$ cat config.mk
export PLATFORM = sky130hd
export DESIGN_NAME = ced_top
export DESIGN_NICKNAME = d
export VERILOG_FILES = /design/src/ced_pkg.sv /design/src/ced_top.sv /design/src/ced_edge_det.sv /design/src/ced_edge_flags.sv
export SDC_FILE = /design/constraint.sdc
export NUM_CORES = 1
export LEC_CHECK = 0
export ABC_AREA = 1
export BUFFER_PORTS_ARGS = -buffer_cell sky130_fd_sc_hd__buf_2
export CAP_MARGIN = 15
export CELL_PAD_IN_SITES_DETAIL_PLACEMENT = 0
export CELL_PAD_IN_SITES_GLOBAL_PLACEMENT = 1
export CORE_MARGIN = 3
export CORE_UTILIZATION = 34
export CTS_CLUSTER_DIAMETER = 120
export DETAILED_ROUTE_END_ITERATION = 16
export PLACE_DENSITY_LB_ADDON = 0.08
export SETUP_SLACK_MARGIN = 0.5
export SKIP_LAST_GASP = 1
export SLEW_MARGIN = 15
export SYNTH_ARGS = -nofsm -noshare
export SYNTH_HDL_FRONTEND = slang
export SYNTH_HIERARCHICAL = 1
export SYNTH_SLANG_ARGS = --single-unit
$ cat constraint.sdc
create_clock -name clock_i -period 1.9 [get_ports clock_i]
set_clock_uncertainty 0.05 [all_clocks]
set_input_delay 0.475 -clock clock_i [delete_from_list [all_inputs] [get_ports clock_i]]
set_output_delay 0.475 -clock clock_i [all_outputs]
set_load 0.05 [all_outputs]
$ cat src/ced_pkg.sv
// Constants and types for the dual comparator edge control block
// What this block does
// [RULE1] Two independent comparator channels each have their own control register.
// [RULE2] Software sets the amount and symmetry of hysteresis for each channel.
// [RULE3] Hysteresis settings sit in control bits 3 to 0 and drive the analog stage.
// [RULE4] The negative hysteresis field selects off, 5 mV, 10 mV or 20 mV.
// [RULE5] A separate positive hysteresis field offers the same choices per channel.
// [RULE6] Events are raised on both rising and falling comparator output transitions.
// [RULE7] A falling transition sets that channel's falling edge flag to one.
// [RULE8] A rising transition sets that channel's rising edge flag to one.
// [RULE9] Edge flags stay set until software clears them; hardware never clears them.
// [RULE10] A one in a channel's rising mask bit enables its rising edge interrupt.
// [RULE11] A one in a channel's falling mask bit enables its falling edge interrupt.
// [RULE12] A read-only bit per channel shows the current comparator output state.
// [RULE13] A channel is on while its enable bit is one and off while it is zero.
// [RULE14] Software should clear both edge flags shortly after enabling or reconfiguring.
// [RULE15] A channel's interrupt is high while any flag is set with its mask bit set.
`default_nettype none

package ced_pkg;

    // Bus geometry
    localparam int AXI_ADDR_W = 8;
    localparam int AXI_DATA_W = 32;
    localparam int NUM_CH = 2;

    // Register byte offsets
    localparam logic [7:0] CTRL_A_OFFSET = 8'h00;
    localparam logic [7:0] CTRL_B_OFFSET = 8'h04;
    localparam logic [7:0] STATUS_OFFSET = 8'h08;
    localparam logic [7:0] MASK_OFFSET = 8'h0c;

    // Control register field positions
    localparam int HYST_NEG_LSB = 0;
    localparam int HYST_POS_LSB = 2;
    localparam int HYST_W = 4;
    localparam int FALL_BIT = 4;
    localparam int RISE_BIT = 5;
    localparam int OUT_BIT = 6;
    localparam int ON_BIT = 7;

    // Status and mask layout: channel n uses bits 2n (rise) and 2n+1 (fall)
    localparam int ST_RISE_BASE = 0;
    localparam int ST_FALL_BASE = 1;
    localparam int ST_STRIDE = 2;
    localparam int ST_W = 4;

    // Values after reset
    localparam logic [3:0] HYST_RESET = 4'h0;
    localparam logic ON_RESET = 1'b0;
    localparam logic [3:0] MASK_RESET = 4'h0;
    localparam logic [2:0] SYNC_RESET = 3'h0;

    // Bus responses
    localparam logic [1:0] RESP_OKAY = 2'h0;
    localparam logic [1:0] RESP_SLVERR = 2'h2;

    // Hysteresis choices for either field
    typedef enum logic [1:0] {
        HYST_OFF = 2'b00,
        HYST_5MV = 2'b01,
        HYST_10MV = 2'b10,
        HYST_20MV = 2'b11
    } ced_hyst_t;

    // Register select codes from address decode
    typedef enum logic [2:0] {
        SEL_NONE = 3'b000,
        SEL_CTRL_A = 3'b001,
        SEL_CTRL_B = 3'b010,
        SEL_STATUS = 3'b011,
        SEL_MASK = 3'b100
    } ced_sel_t;

endpackage : ced_pkg

`default_nettype wire

$ cat src/ced_top.sv
// Dual comparator edge control with AXI4-Lite register slave
//
// Added by the designer: the register offsets and the AXI4-Lite slave port.
`timescale 1ns/10ps
`default_nettype none

module ced_top
    import ced_pkg::*;
(
    // Clock and reset
    input wire logic clock_i,
    input wire logic rst_i,
    // AXI4-Lite write address
    input wire logic s_axi_awvalid_i,
    input wire logic [AXI_ADDR_W-1:0] s_axi_awaddr_i,
    output logic s_axi_awready_o,
    // AXI4-Lite write data
    input wire logic s_axi_wvalid_i,
    input wire logic [AXI_DATA_W-1:0] s_axi_wdata_i,
    input wire logic [3:0] s_axi_wstrb_i,
    output logic s_axi_wready_o,
    // AXI4-Lite write response
    output logic s_axi_bvalid_o,
    output logic [1:0] s_axi_bresp_o,
    input wire logic s_axi_bready_i,
    // AXI4-Lite read address
    input wire logic s_axi_arvalid_i,
    input wire logic [AXI_ADDR_W-1:0] s_axi_araddr_i,
    output logic s_axi_arready_o,
    // AXI4-Lite read data
    output logic s_axi_rvalid_o,
    output logic [AXI_DATA_W-1:0] s_axi_rdata_o,
    output logic [1:0] s_axi_rresp_o,
    input wire logic s_axi_rready_i,
    // Analog comparator outputs
    input wire logic cmp_a_raw_i,
    input wire logic cmp_b_raw_i,
    // Analog stage controls
    output logic cmp_a_on_o,
    output logic cmp_b_on_o,
    output logic [1:0] cmp_a_neg_hyst_sel_o,
    output logic [1:0] cmp_a_pos_hyst_sel_o,
    output logic [1:0] cmp_b_neg_hyst_sel_o,
    output logic [1:0] cmp_b_pos_hyst_sel_o,
    // Interrupts
    output logic cmp_a_irq_o,
    output logic cmp_b_irq_o,
    output logic irq_o
);

    // Maps a byte address to a register select
    function automatic ced_sel_t decode(input logic [AXI_ADDR_W-1:0] addr);
        ced_sel_t sel;
        sel = SEL_NONE;
        if (addr[1:0] == 2'h0)
        begin
            case (addr)
                CTRL_A_OFFSET: sel = SEL_CTRL_A;
                CTRL_B_OFFSET: sel = SEL_CTRL_B;
                STATUS_OFFSET: sel = SEL_STATUS;
                MASK_OFFSET: sel = SEL_MASK;
                default: sel = SEL_NONE;
            endcase
        end
        return sel;
    endfunction : decode

    // Bus state
    logic aw_held_reg;
    logic aw_held_next;
    logic [AXI_ADDR_W-1:0] aw_addr_reg;
    logic [AXI_ADDR_W-1:0] aw_addr_next;
    logic w_held_reg;
    logic w_held_next;
    logic [AXI_DATA_W-1:0] w_data_reg;
    logic [AXI_DATA_W-1:0] w_data_next;
    logic w_lane0_reg;
    logic w_lane0_next;
    logic awready_reg;
    logic awready_next;
    logic wready_reg;
    logic wready_next;
    logic bvalid_reg;
    logic bvalid_next;
    logic [1:0] bresp_reg;
    logic [1:0] bresp_next;
    logic arready_reg;
    logic arready_next;
    logic rvalid_reg;
    logic rvalid_next;
    logic [AXI_DATA_W-1:0] rdata_reg;
    logic [AXI_DATA_W-1:0] rdata_next;
    logic [1:0] rresp_reg;
    logic [1:0] rresp_next;
    logic wr_fire;
    logic ar_take;
    ced_sel_t wr_sel;
    ced_sel_t rd_sel;
    logic [AXI_DATA_W-1:0] rd_word;

    // Configuration state
    logic [NUM_CH-1:0][HYST_W-1:0] hyst_reg;
    logic [NUM_CH-1:0][HYST_W-1:0] hyst_next;
    logic [NUM_CH-1:0] on_reg;
    logic [NUM_CH-1:0] on_next;
    logic [ST_W-1:0] mask_reg;
    logic [ST_W-1:0] mask_next;
    logic [NUM_CH-1:0] chan_irq_reg;
    logic [NUM_CH-1:0] chan_irq_next;
    logic irq_reg;
    logic irq_next;

    // Channel signals
    logic [NUM_CH-1:0] raw;
    logic [NUM_CH-1:0] level;
    logic [NUM_CH-1:0] rise_evt;
    logic [NUM_CH-1:0] fall_evt;
    logic [NUM_CH-1:0] rise_flag;
    logic [NUM_CH-1:0] fall_flag;
    logic [NUM_CH-1:0] clr_rise;
    logic [NUM_CH-1:0] clr_fall;
    logic [ST_W-1:0] status;

    assign raw = {cmp_b_raw_i, cmp_a_raw_i};
    assign wr_fire = aw_held_reg && w_held_reg && !bvalid_reg;
    assign ar_take = s_axi_arvalid_i && arready_reg;
    assign wr_sel = decode(aw_addr_reg);
    assign rd_sel = decode(s_axi_araddr_i);

    // Per channel synchroniser and sticky flags
    for (genvar ch = 0; ch < NUM_CH; ch++)
    begin : g_chan
        ced_edge_det u_det (
            .clock_i(clock_i),
            .rst_i(rst_i),
            .raw_i(raw[ch]),
            .level_o(level[ch]),
            .rise_o(rise_evt[ch]),
            .fall_o(fall_evt[ch])
        );
        ced_edge_flags u_flags (
            .clock_i(clock_i),
            .rst_i(rst_i),
            .set_rise_i(rise_evt[ch] && on_reg[ch]),
            .set_fall_i(fall_evt[ch] && on_reg[ch]),
            .clr_rise_i(clr_rise[ch]),
            .clr_fall_i(clr_fall[ch]),
            .rise_flag_o(rise_flag[ch]),
            .fall_flag_o(fall_flag[ch])
        );
        assign status[ch*ST_STRIDE+ST_RISE_BASE] = rise_flag[ch];
        assign status[ch*ST_STRIDE+ST_FALL_BASE] = fall_flag[ch];
    end

    // Write channels: capture address and data in either order
    always_comb
    begin
        aw_held_next = aw_held_reg;
        aw_addr_next = aw_addr_reg;
        w_held_next = w_held_reg;
        w_data_next = w_data_reg;
        w_lane0_next = w_lane0_reg;
        bvalid_next = bvalid_reg;
        bresp_next = bresp_reg;
        if (bvalid_reg && s_axi_bready_i)
        begin
            bvalid_next = 1'b0;
        end
        if (wr_fire)
        begin
            aw_held_next = 1'b0;
            w_held_next = 1'b0;
            bvalid_next = 1'b1;
            bresp_next = (wr_sel == SEL_NONE) ? RESP_SLVERR : RESP_OKAY;
        end
        if (s_axi_awvalid_i && awready_reg)
        begin
            aw_held_next = 1'b1;
            aw_addr_next = s_axi_awaddr_i;
        end
        if (s_axi_wvalid_i && wready_reg)
        begin
            w_held_next = 1'b1;
            w_data_next = s_axi_wdata_i;
            w_lane0_next = s_axi_wstrb_i[0];
        end
        awready_next = !aw_held_next;
        wready_next = !w_held_next;
    end

    // Read data mux; flags and output state show live hardware values
    always_comb
    begin
        rd_word = '0;
        case (rd_sel)
            SEL_CTRL_A, SEL_CTRL_B:
            begin
                rd_word[HYST_W-1:0] = hyst_reg[rd_sel == SEL_CTRL_B]; // RULE1
                rd_word[FALL_BIT] = fall_flag[rd_sel == SEL_CTRL_B];
                rd_word[RISE_BIT] = rise_flag[rd_sel == SEL_CTRL_B];
                rd_word[OUT_BIT] = level[rd_sel == SEL_CTRL_B]; // RULE12
                rd_word[ON_BIT] = on_reg[rd_sel == SEL_CTRL_B];
            end
            SEL_STATUS: rd_word[ST_W-1:0] = status;
            SEL_MASK: rd_word[ST_W-1:0] = mask_reg;
            default: rd_word = '0;
        endcase
    end

    // Read channels: one read at a time
    always_comb
    begin
        rvalid_next = rvalid_reg;
        rdata_next = rdata_reg;
        rresp_next = rresp_reg;
        if (rvalid_reg && s_axi_rready_i)
        begin
            rvalid_next = 1'b0;
        end
        if (ar_take)
        begin
            rvalid_next = 1'b1;
            rdata_next = rd_word;
            rresp_next = (rd_sel == SEL_NONE) ? RESP_SLVERR : RESP_OKAY;
        end
        arready_next = !rvalid_next;
    end

    // Register writes and flag clears
    always_comb
    begin
        hyst_next = hyst_reg;
        on_next = on_reg;
        mask_next = mask_reg;
        clr_rise = '0;
        clr_fall = '0;
        for (int ch = 0; ch < NUM_CH; ch++)
        begin
            if (wr_fire && w_lane0_reg)
            begin
                if (wr_sel == ((ch == 0) ? SEL_CTRL_A : SEL_CTRL_B))
                begin
                    hyst_next[ch] = w_data_reg[HYST_W-1:0]; // RULE2 RULE3 RULE4 RULE5
                    on_next[ch] = w_data_reg[ON_BIT]; // RULE13
                    clr_rise[ch] = !w_data_reg[RISE_BIT]; // RULE9
                    clr_fall[ch] = !w_data_reg[FALL_BIT]; // RULE9
                end
                if (wr_sel == SEL_STATUS)
                begin
                    clr_rise[ch] = w_data_reg[ch*ST_STRIDE+ST_RISE_BASE];
                    clr_fall[ch] = w_data_reg[ch*ST_STRIDE+ST_FALL_BASE];
                end
            end
        end
        if (wr_fire && w_lane0_reg && wr_sel == SEL_MASK)
        begin
            mask_next = w_data_reg[ST_W-1:0]; // RULE10 RULE11
        end
    end

    // Interrupt requests gated by the mask
    always_comb
    begin
        for (int ch = 0; ch < NUM_CH; ch++)
        begin
            chan_irq_next[ch] = |(status[ch*ST_STRIDE +: ST_STRIDE]
                & mask_reg[ch*ST_STRIDE +: ST_STRIDE]); // RULE15
        end
        irq_next = |(status & mask_reg); // RULE10 RULE11
    end

    // Registers
    always_ff @(posedge clock_i)
    begin
        if (rst_i)
        begin
            aw_held_reg <= 1'b0;
            aw_addr_reg <= '0;
            w_held_reg <= 1'b0;
            w_data_reg <= '0;
            w_lane0_reg <= 1'b0;
            awready_reg <= 1'b1;
            wready_reg <= 1'b1;
            bvalid_reg <= 1'b0;
            bresp_reg <= RESP_OKAY;
            arready_reg <= 1'b1;
            rvalid_reg <= 1'b0;
            rdata_reg <= '0;
            rresp_reg <= RESP_OKAY;
            hyst_reg <= {NUM_CH{HYST_RESET}};
            on_reg <= {NUM_CH{ON_RESET}};
            mask_reg <= MASK_RESET;
            chan_irq_reg <= '0;
            irq_reg <= 1'b0;
        end
        else
        begin
            aw_held_reg <= aw_held_next;
            aw_addr_reg <= aw_addr_next;
            w_held_reg <= w_held_next;
            w_data_reg <= w_data_next;
            w_lane0_reg <= w_lane0_next;
            awready_reg <= awready_next;
            wready_reg <= wready_next;
            bvalid_reg <= bvalid_next;
            bresp_reg <= bresp_next;
            arready_reg <= arready_next;
            rvalid_reg <= rvalid_next;
            rdata_reg <= rdata_next;
            rresp_reg <= rresp_next;
            hyst_reg <= hyst_next;
            on_reg <= on_next;
            mask_reg <= mask_next;
            chan_irq_reg <= chan_irq_next;
            irq_reg <= irq_next;
        end
    end

    // Outputs from flops
    assign s_axi_awready_o = awready_reg;
    assign s_axi_wready_o = wready_reg;
    assign s_axi_bvalid_o = bvalid_reg;
    assign s_axi_bresp_o = bresp_reg;
    assign s_axi_arready_o = arready_reg;
    assign s_axi_rvalid_o = rvalid_reg;
    assign s_axi_rdata_o = rdata_reg;
    assign s_axi_rresp_o = rresp_reg;
    assign cmp_a_on_o = on_reg[0];
    assign cmp_b_on_o = on_reg[1];
    assign cmp_a_neg_hyst_sel_o = hyst_reg[0][HYST_NEG_LSB +: 2];
    assign cmp_a_pos_hyst_sel_o = hyst_reg[0][HYST_POS_LSB +: 2];
    assign cmp_b_neg_hyst_sel_o = hyst_reg[1][HYST_NEG_LSB +: 2];
    assign cmp_b_pos_hyst_sel_o = hyst_reg[1][HYST_POS_LSB +: 2];
    assign cmp_a_irq_o = chan_irq_reg[0];
    assign cmp_b_irq_o = chan_irq_reg[1];
    assign irq_o = irq_reg;
endmodule : ced_top

`default_nettype wire

$ cat src/ced_edge_det.sv
// Input synchroniser, glitch filter and edge detector for one comparator output
`timescale 1ns/10ps
`default_nettype none

module ced_edge_det
    import ced_pkg::*;
(
    // Clock and reset
    input wire logic clock_i,
    input wire logic rst_i,
    // Raw comparator output from the analog stage
    input wire logic raw_i,
    // Filtered level and edge pulses
    output logic level_o,
    output logic rise_o,
    output logic fall_o
);

    logic [2:0] sync_reg;
    logic [2:0] sync_next;
    logic level_reg;
    logic level_next;
    logic rise_reg;
    logic rise_next;
    logic fall_reg;
    logic fall_next;
    logic agree;

    // Stage one feeds only stage two; stages two and three must agree
    always_comb
    begin
        sync_next = {sync_reg[1:0], raw_i};
        agree = (sync_reg[1] == sync_reg[2]);
        level_next = agree ? sync_reg[2] : level_reg;
        rise_next = agree && sync_reg[2] && !level_reg; // RULE6
        fall_next = agree && !sync_reg[2] && level_reg; // RULE6
    end

    // Registers
    always_ff @(posedge clock_i)
    begin
        if (rst_i)
        begin
            sync_reg <= SYNC_RESET;
            level_reg <= 1'b0;
            rise_reg <= 1'b0;
            fall_reg <= 1'b0;
        end
        else
        begin
            sync_reg <= sync_next;
            level_reg <= level_next;
            rise_reg <= rise_next;
            fall_reg <= fall_next;
        end
    end

    assign level_o = level_reg;
    assign rise_o = rise_reg;
    assign fall_o = fall_reg;
endmodule : ced_edge_det

`default_nettype wire

$ cat src/ced_edge_flags.sv
// Sticky rising and falling edge flags of one comparator channel
`timescale 1ns/10ps
`default_nettype none

module ced_edge_flags
    import ced_pkg::*;
(
    // Clock and reset
    input wire logic clock_i,
    input wire logic rst_i,
    // Set and clear requests
    input wire logic set_rise_i,
    input wire logic set_fall_i,
    input wire logic clr_rise_i,
    input wire logic clr_fall_i,
    // Flag state
    output logic rise_flag_o,
    output logic fall_flag_o
);

    logic rise_reg;
    logic rise_next;
    logic fall_reg;
    logic fall_next;

    // A set in the clearing cycle wins
    always_comb
    begin
        rise_next = set_rise_i || (rise_reg && !clr_rise_i); // RULE8 RULE9
        fall_next = set_fall_i || (fall_reg && !clr_fall_i); // RULE7 RULE9
    end

    // Registers
    always_ff @(posedge clock_i)
    begin
        if (rst_i)
        begin
            rise_reg <= 1'b0;
            fall_reg <= 1'b0;
        end
        else
        begin
            rise_reg <= rise_next;
            fall_reg <= fall_next;
        end
    end

    assign rise_flag_o = rise_reg;
    assign fall_flag_o = fall_reg;
endmodule : ced_edge_flags

`default_nettype wire

==> flow_summary.json, run 1 <==
{
  "num_vias": 2538,
  "status": "complete, no violations",
  "clockPowerShare_pct": 38.1,
  "finalSetupTns_ns": 0,
  "synth_cell_types": 28,
  "clk_path_buf_depth": 2,
  "critPathTopFamily": "simple AND/OR/NAND/NOR gates",
  "yosysTopAreaCell": "dfxtp_1",
  "antenna_found_initial": 0,
  "cp_max_fo": 5,
  "syn_inst": 397,
  "cp_data_arrival_time_ns": 1.57,
  "cts_tree": "yes",
  "cp-start-kind": "register",
  "grt-ovfl-total": 0,
  "clk_pin_slew_ns": 0.07,
  "root_buffer": "clkbuf_8",
  "area_growth_pct": 32.17,
  "first_iter_violations": 60,
  "syn_area_um2": 2937,
  "htreeDepth": 3,
  "slowest_stage": "dfxtp_1",
  "p_sw_share_pct": 27.96,
  "cap_violations": 0,
  "grt_pass1_vias": 2383,
  "pwr_density_cell_nw_per_um2": 795.5,
  "core_um2": 8299,
  "p_sw_mw": 0.8633,
  "drc": 0,
  "yosys_warnings": 6,
  "start_util_pct": 35.38,
  "grt_max_degree": 33,
  "io_pins": 115,
  "avgRoutedWirePerCell_um": 11.53,
  "p_int_mw": 2.224,
  "fp.dieH_um": 98.94,
  "die_area_um2": 9788,
  "drtPass1Iterations": 4,
  "rows": 33,
  "crit_buf_inv": 2,
  "r2r_slack_ns": 0.47,
  "rsz0062_at_grt": "true",
  "worstHoldPathType": "in2reg",
  "synth_top_area_share_pct": 44.99,
  "critPathMaxStageDelay_ns": 0.32,
  "drive_gt1_share_pct": 33.68,
  "p_leak_nw": 1.789,
  "viasPerCell": 4.353,
  "path_class": "reg2reg",
  "worstHoldStart": "cmp_b_raw_i",
  "slew_viol_final": 0,
  "io_buffers": 60,
  "syn_avg_cell_area_um2": 7.397,
  "final_util_pct": 46.77,
  "finalCritPeriodShare_pct": 75.26,
  "synthTopCellsByArea": "dfxtp_1 (45%), nor2_1 (7.5%), nand2_1 (7.0%)",
  "hpwl_um": 4851,
  "yosysSeqAreaShare_pct": 44.99,
  "synth-seq-cells": 66,
  "grt_usage_pct": 14.37,
  "finalHoldViolations": 0,
  "ir_drop_uv": 328.8,
  "grt_pass1_wl_um": 11410,
  "critPathCaptureType": "register",
  "cts_buffers": 9,
  "clk_latency_ns": 0.33,
  "critical_path_required_ns": 2.04,
  "reg2reg_from": "aw_addr_reg[7]$_SDFFE_PP0P_",
  "combPwrFrac_pct": 13.7,
  "antennaDiodeCount": 0,
  "min_period_ns": 1.430,
  "fp.dieW_um": 98.94,
  "power_frac_seq_pct": 48.2,
  "ant_nets": 0,
  "startpoint": "aw_addr_reg[7]$_SDFFE_PP0P_",
  "drt_wl_total_um": 6724,
  "cts.sinks": 66,
  "gp_congestion": 0.7711,
  "nets": 539,
  "hold_buffers": 0,
  "critPathMostFrequentCell": "nand3_2",
  "path_cells": "nor2_2 -> nand3_2 -> buf_6 -> nor2_4 -> nand3_2 -> o21ai_2 -> inv_1 -> nand2_1 -> a21oi_1",
  "setup_viol": 0,
  "fmax_mhz": 699.4
}
[power by group through the flow]
stage               Combinational (mW)  Sequential (mW)  Clock (mW)
floorplan                        0.293             1.54           0
global placement                 0.380             1.51           0
detailed placement               0.384             1.51           0
CTS                              0.413             1.48        1.22
global route                     0.468             1.50        1.28
finish                           0.423             1.49        1.18
[what timing repair did]
item | CTS | global route
buffers inserted | 5 | 5
endpoints found under the hold margin | 0 | 0
pin swaps | 2 | 11
resized for setup | 65 | 44
endpoints found under the setup margin | 45 | 43
[cell families (layout without fill, tap and decap cells)]
| group | Yosys count | in the layout | synth area share, % |
|---|---|---|---|
| other | 1 | 26 | 0.1277 |
| multiplexers | 1 | 1 | 0.3409 |
| adder cells (fa/ha/maj) | 4 | 4 | 1.704 |
| AO/OA/AOI/OAI | 74 | 74 | 13.21 |
| buffers and inverters | 99 | 155 | 16.45 |
| AND/OR/NAND/NOR | 152 | 152 | 23.18 |
| flip-flops | 66 | 66 | 44.99 |
[final cells by class]
class | count | area [um2]
repair buffers | 76 | 614.3
inverters | 64 | 240.2
clock buffers | 12 | 155.1
well taps | 105 | 131.4
flip-flops and latches | 66 | 1355
fillers | 893 | 4418
multi-input cells | 257 | 1345
clock inverters | 3 | 40.04
[stage by stage]
step	area (um2)	total power [mW]	setup WS [ns]	hold slack (ns)	instances
CTS	3711	3.111	0.4437	0.2845	578
floorplan	3049	1.830	0.4603	0.3383	422
global route	3881	3.244	0.3599	0.2891	583
detailed placement	3274	1.894	0.2237	0.3425	558
finish	3881	3.087	0.4701	0.2998	583
global placement	3274	1.888	0.2497	0.3411	558
[synthesized netlist by cell type, drive strengths merged]
cell type / instances
a21oi: 33
a22o: 1
a31oi: 1
buf: 30
clkbuf: 5
conb: 1
dfxtp: 66
ha: 4
inv: 64
mux2i: 1
nand2: 61
nand3: 25
nand3b: 1
nor2: 63
nor3: 2
o21ai: 38
o22ai: 1
[layer usage]
metal,GRT usage [%],share of wire (%)
met5,0,0
met3,2.831,4.7
met1,18.20,46
met4,5.357,0.88
met2,24.12,48
[placed cells by master (no fill, tap or decap), types with 18 or more instances in the layout]
master,Yosys,final
nor2_1,59,54
conb_1,1,26
buf_6,1,25
inv_1,54,53
nand2_1,55,53
buf_2,2,32
o21ai_0,19,19
dfxtp_2,0,21
nand3_1,24,18
dfxtp_1,66,43
a21oi_1,30,29
[tightest hold or removal path: cells and delay by family]
| kind | cells | cell delay, ns |
|---|---|---|
| and+or+nand+nor | 1 | 0.06 |
| buffers and inverters | 2 | 0.10 |
[worst paths after layout]
kind,cells after the start,to
setup / recovery,9,g_chan[0].u_flags/fall_flag_o$_SDFF_PP0_
setup reg to reg,9,g_chan[0].u_flags/fall_flag_o$_SDFF_PP0_
hold reg to reg,2,g_chan[1].u_det/sync_reg[1]$_SDFF_PP0_
hold / removal,3,g_chan[1].u_det/sync_reg[0]$_SDFF_PP0_
Note: power is estimated with default switching activity, not from simulation.
==> run 2, diff against run 1 <==
- ABC_AREA: 1 -> 0
- CORE_UTILIZATION: 34 -> 32
- clock period: 1.9 -> 1.3 ns (I/O delays scaled with it)
==> run 2 against run 1 <==
- the run now ends with setup timing left
- global-route usage is 0.36 points higher
- non-clock buffer count is 40 higher
- maximum frequency is 1.0% lower
- sequential power is 41% higher
- power is 52% higher
- critical path depth is 4 lower
- largest power group unchanged
- highest routed layer unchanged
==> flow_summary.json, run 2 <==
{
  "synth-seq-cells": 66,
  "core_um2": 8763,
  "status": "complete, but fails checks",
  "ant_nets": 0,
  "io_buffers": 60,
  "combPwrFrac_pct": 19.3,
  "critPathCaptureType": "register",
  "whs_ns": 0.1531,
  "p_sw_share_pct": 28.61,
  "clk_pin_slew_ns": 0.07,
  "r2r_slack_ns": -0.14,
  "reg2reg_from": "aw_addr_reg[1]$_SDFFE_PP0P_",
  "first_iter_violations": 71,
  "yosysTopAreaCell": "dfxtp_1",
  "hpwl_um": 4964,
  "drt_wl_total_um": 7476,
  "cp-start-kind": "register",
  "area_growth_pct": 62.32,
  "fmax_mhz": 692.2,
  "grt_usage_pct": 14.72,
  "root_buffer": "clkbuf_8",
  "drive_gt1_share_pct": 57.82,
  "cp_data_arrival_time_ns": 1.62,
  "startpoint": "aw_addr_reg[1]$_SDFFE_PP0P_",
  "slew_viol_final": 0,
  "yosys_warnings": 6,
  "worstHoldStart": "cmp_a_raw_i",
  "drc": 0,
  "grt-ovfl-total": 0,
  "critical_path_required_ns": 1.48,
  "avgRoutedWirePerCell_um": 14.11,
  "min_period_ns": 1.445,
  "final_cell_mix": "buf_4 (32), buf_2 (32), dfxtp_1 (29), dfxtp_4 (28), buf_8 (28)",
  "syn_inst": 306,
  "regArea_um2": 1438,
  "gp_congestion": 0.7472,
  "synth_top_area_share_pct": 45.48,
  "synthTopCellsByArea": "dfxtp_1 (45%), buf_4 (6.7%), a21oi_1 (5.5%)",
  "syn_avg_cell_area_um2": 9.494,
  "start_util_pct": 33.15,
  "grt_max_degree": 42,
  "io_pins": 115,
  "fillers": 778,
  "clockPowerShare_pct": 36.0,
  "rr_endpoint": "g_chan[0].u_flags/fall_flag_o$_SDFF_PP0_",
  "num_vias": 2499,
  "p_leak_nw": 1.966,
  "setup_slack_ns": -0.1446,
  "rows": 34,
  "nets": 482,
  "syn_area_um2": 2905,
  "synth_common_cells": "dfxtp_1 (66), a21oi_1 (32), buf_4 (26), nand2b_1 (24), nand2_1 (23)",
  "fp.dieW_um": 101.3,
  "antenna_found_initial": 0,
  "antennaDiodeCount": 0,
  "power_frac_seq_pct": 44.8,
  "pwr_density_cell_nw_per_um2": 993.6,
  "fp.dieH_um": 101.3,
  "yosysSeqAreaShare_pct": 45.48,
  "p_int_mw": 3.345,
  "synthArstFlopShare_pct": 0,
  "ir_drop_uv": 437.8,
  "p_sw_mw": 1.340,
  "setup_viol": 19,
  "drtPass1Iterations": 4,
  "rr_worst_depth": 5,
  "cts_buffers": 9,
  "grt_pass1_wl_um": 11640,
  "finalCritPeriodShare_pct": 111.1,
  "whs_endpoint": "g_chan[0].u_det/sync_reg[0]$_SDFF_PP0_",
  "rsz0062_at_grt": "true",
  "violations": "setup timing",
  "synth-edff-count": 0,
  "synthFlopType": "dfxtp_1",
  "worstHoldPathType": "in2reg",
  "clk_path_buf_depth": 2,
  "cts.sinks": 66,
  "hold_depth": 2,
  "finalHoldViolations": 0,
  "hold_buffers": 0,
  "clk_latency_ns": 0.34,
  "synth_cell_types": 38,
  "total_power_mw": 4.686,
  "htreeDepth": 3,
  "multi_input_comb_area_um2": 1753,
  "cp_max_fo": 4,
  "synth.most_common_cell": "dfxtp_1",
  "pre_cts_ws_ns": -0.2125,
  "die_area_um2": 10260,
  "path_class": "reg2reg",
  "cts_tree": "yes",
  "grt_pass1_vias": 2323,
  "viasPerCell": 4.715,
  "cap_violations": 0
}
[run 2: cell types whose count changed in the layout (fill, tap and decap cells not counted), moves of 24 or more]
cell / before / now
nand2b_1: 0 / 24
buf_8: 4 / 28
dfxtp_4: 2 / 28
nor2_1: 54 / 16
inv_1: 53 / 8
nand2_1: 53 / 7
[run 2: worst max-delay path: stages, from the launching register on]
cell and delay (ns):
dfxtp_2 0.34, nor4_4 0.34, nand4_1 0.26, nor3_2 0.16
nand2b_1 0.13, a21oi_1 0.06
[run 2: per-stage QoR]
| stage | setup TNS [ns] | area [um2] | instances | utilization (%) |
|---|---|---|---|---|
| final | -1.420 | 4716 | 530 | 53.81 |
| after detailed placement | -2.426 | 3602 | 484 | 41.11 |
| after CTS | -1.294 | 4350 | 516 | 49.64 |
| after floorplan | -0.3588 | 3278 | 331 | - |
| after global routing | -2.715 | 4716 | 530 | 53.81 |
| after global placement | -2.333 | 3602 | 484 | 41.11 |
[run 2: kinds of logic after synthesis]
group           synth area share [%]
buf+inv                        10.94
compound gates                 9.173
fa+ha+maj                      1.723
other cells                   0.1291
simple gates                   22.39
flops                          45.48
mux                            10.16
[run 2: cell type report]
type	instances	share of cell area (%)
Timing Repair Buffer	116	24.52
Clock inverter	3	0.8490
Clock buffer	13	3.157
Inverter	12	0.9552
Tap cell	108	2.865
Sequential cell	66	30.49
Multi-Input combinational cell	212	37.17
[run 2: power by group through the flow]
stage / sequential, mW / combinational (mW) / clock [mW]
4_1_cts: 2.10 / 0.750 / 1.76
3_5_place_dp: 2.15 / 0.620 / 0
3_3_place_gp: 2.15 / 0.614 / 0
5_1_grt: 2.11 / 0.961 / 1.84
2_1_floorplan: 2.17 / 0.496 / 0
6_report: 2.10 / 0.902 / 1.69
[run 2: repair_timing]
item,4_1_cts,5_1_grt
endpoints found under the setup margin,85,88
gates cloned,3,2
buffers inserted,13,12
pin swaps,18,31
gates resized for setup,115,53
[run 2: routing by layer]
metal	vias up	share of wire (%)	global-route usage (%)	wire (um)
met5	-	0	0	0
met4	0	1.5	6.033	111
li1	1221	-	-	-
met2	69	48	22.89	3574
met3	11	5.5	4.339	408
met1	1198	45	19.14	3382
[run 2: worst max path at each step]
stage / endpoint / slack (ns)
5_1_grt: g_chan[0].u_flags/fall_flag_o$_SDFF_PP0_ / -0.27
2_1_floorplan: cmp_a_pos_hyst_sel_o[0]$_SDFFE_PP0P_ / -0.06
3_3_place_gp: s_axi_rdata_o[1]$_SDFFE_PP0P_ / -0.20
6_report: g_chan[0].u_flags/fall_flag_o$_SDFF_PP0_ / -0.14
4_1_cts: g_chan[0].u_flags/rise_flag_o$_SDFF_PP0_ / -0.14
3_5_place_dp: s_axi_rdata_o[3]$_SDFFE_PP0P_ / -0.21
==> run 3, diff against run 2 <==
- SKIP_CTS_REPAIR_TIMING: not set -> 1
==> run 3 against run 2 <==
- the flow still finishes with violations (setup timing)
- clock power barely moved
- via count down 2.2%
- utilization fell by 2.3 points
- combinational power fell by 8.3%
- count of clock-buffer cells in the layout unchanged
- non-clock buffer count decreased by 15
- maximum frequency is 1.6% higher
- sequential share of layout area is 1.3 points higher
- power fell by 1.7%
- worst hold slack about the same
- critical path depth unchanged
- largest power group unchanged
==> flow_summary.json, run 3 (synthesized netlist as in run 2, its figures left out) <==
{
  "status": "complete, but fails checks",
  "violations": "setup timing",
  "fp.dieW_um": 101.3,
  "ir_drop_uv": 429.3,
  "path_cells": "nor4_4 -> nand4_1 -> nor3_2 -> nand2b_1 -> a21oi_1",
  "nets": 467,
  "core_um2": 8763,
  "drtPass1Iterations": 4,
  "cap_violations": 0,
  "finalCritPeriodShare_pct": 109.4,
  "hpwl_um": 4964,
  "crit_buf_inv": 0,
  "cts.sinks": 66,
  "clk_pin_slew_ns": 0.07,
  "cts_tree": "yes",
  "stdcell_count": 515,
  "critical_path_required_ns": 1.47,
  "area_growth_pct": 55.47,
  "finalHoldViolations": 0,
  "final_util_pct": 51.54,
  "drive_gt1_share_pct": 54.79,
  "cts_buffers": 9,
  "io_pins": 115,
  "min_period_ns": 1.423,
  "first_iter_violations": 70,
  "pwr_density_cell_nw_per_um2": 1020,
  "p_leak_nw": 1.864,
  "critPathTopFamily": "simple AND/OR/NAND/NOR gates",
  "num_vias": 2444,
  "mostFrequentLayoutCell": "buf_2",
  "die_area_um2": 10260,
  "avgRoutedWirePerCell_um": 13.76,
  "path_class": "reg2reg",
  "multi_input_comb_area_um2": 1718,
  "critPathCaptureType": "register",
  "finalSetupTns_ns": -1.525,
  "antennaDiodeCount": 0,
  "slowest_stage": "dfxtp_2",
  "grt_pass1_wl_um": 10790,
  "fillers": 793,
  "root_buffer": "clkbuf_8",
  "start_util_pct": 33.15,
  "drc": 0,
  "antenna_found_initial": 0,
  "fp.dieH_um": 101.3,
  "cp_data_arrival_time_ns": 1.60,
  "grt_usage_pct": 13.62,
  "gp_congestion": 0.7472,
  "regArea_um2": 1436,
  "worstHoldPathType": "in2reg",
  "rsz0062_at_grt": "true",
  "ant_nets": 0,
  "setup_viol": 19,
  "rows": 34,
  "grt-ovfl-total": 0,
  "critPathMaxStageDelay_ns": 0.34,
  "final_cell_mix": "buf_2 (32), dfxtp_1 (30), dfxtp_4 (28), buf_8 (28)",
  "cp_max_fo": 4,
  "cp-start-kind": "register",
  "grt_pass1_vias": 2137,
  "fmax_mhz": 703.0,
  "dp.cells": 484,
  "htreeDepth": 3,
  "clk_latency_ns": 0.34,
  "clk_path_buf_depth": 2,
  "io_buffers": 60,
  "viasPerCell": 4.746,
  "drt_wl_total_um": 7087,
  "slew_viol_final": 0,
  "setup_slack_ns": -0.1226,
  "grt_max_degree": 42
}
## run 3: path summary, 6_finish.rpt
kind | from | to | slack (ns) | depth (start not counted)
max | aw_addr_reg[1]$_SDFFE_PP0P_ | g_chan[0].u_flags/rise_flag_o$_SDFF_PP0_ | -0.12 | 5
min | cmp_a_raw_i | g_chan[0].u_det/sync_reg[0]$_SDFF_PP0_ | 0.15 | 2
max reg2reg | aw_addr_reg[1]$_SDFFE_PP0P_ | g_chan[0].u_flags/rise_flag_o$_SDFF_PP0_ | -0.12 | 5
min reg2reg | g_chan[1].u_det/sync_reg[0]$_SDFF_PP0_ | g_chan[1].u_det/sync_reg[1]$_SDFF_PP0_ | 0.40 | 1
## run 3: per-stage QoR
step	instance area (um2)	total power, mW	setup WS (ns)	hold slack (ns)
final	4517	4.606	-0.1226	0.1528
after global routing	4517	4.829	-0.2667	0.1403
after CTS	3791	4.487	-0.1644	0.1317
after detailed placement	3602	2.768	-0.2125	0.3863
after global placement	3602	2.761	-0.1982	0.3797
after floorplan	3278	2.669	-0.05600	0.3343
## run 3: per-layer routing
metal | part of all wire (%) | vias to the layer above | global-route usage, %
met5 | 0 | - | 0
met4 | 1.4 | 0 | 5.828
met3 | 5.2 | 9 | 4.201
met2 | 47 | 65 | 20.17
met1 | 47 | 1173 | 18.35
li1 | - | 1197 | -
## run 3: area by class of cell
| type | instances | area share (%) |
|---|---|---|
| multi-input cells | 212 | 38.03 |
| flip-flops and latches | 66 | 31.80 |
| repair buffers | 101 | 21.99 |
| clock buffers | 13 | 3.296 |
| well taps | 108 | 2.992 |
| inverters | 12 | 0.9972 |
| clock inverters | 3 | 0.8864 |
## run 3: report_power, final
group	leakage, nW	total [mW]	switching, mW	internal, mW
Combinational	1.21	0.827	0.505	0.322
Sequential	0.561	2.10	0.0585	2.04
Clock	0.0974	1.68	0.747	0.935
Total	1.86	4.61	1.31	3.29
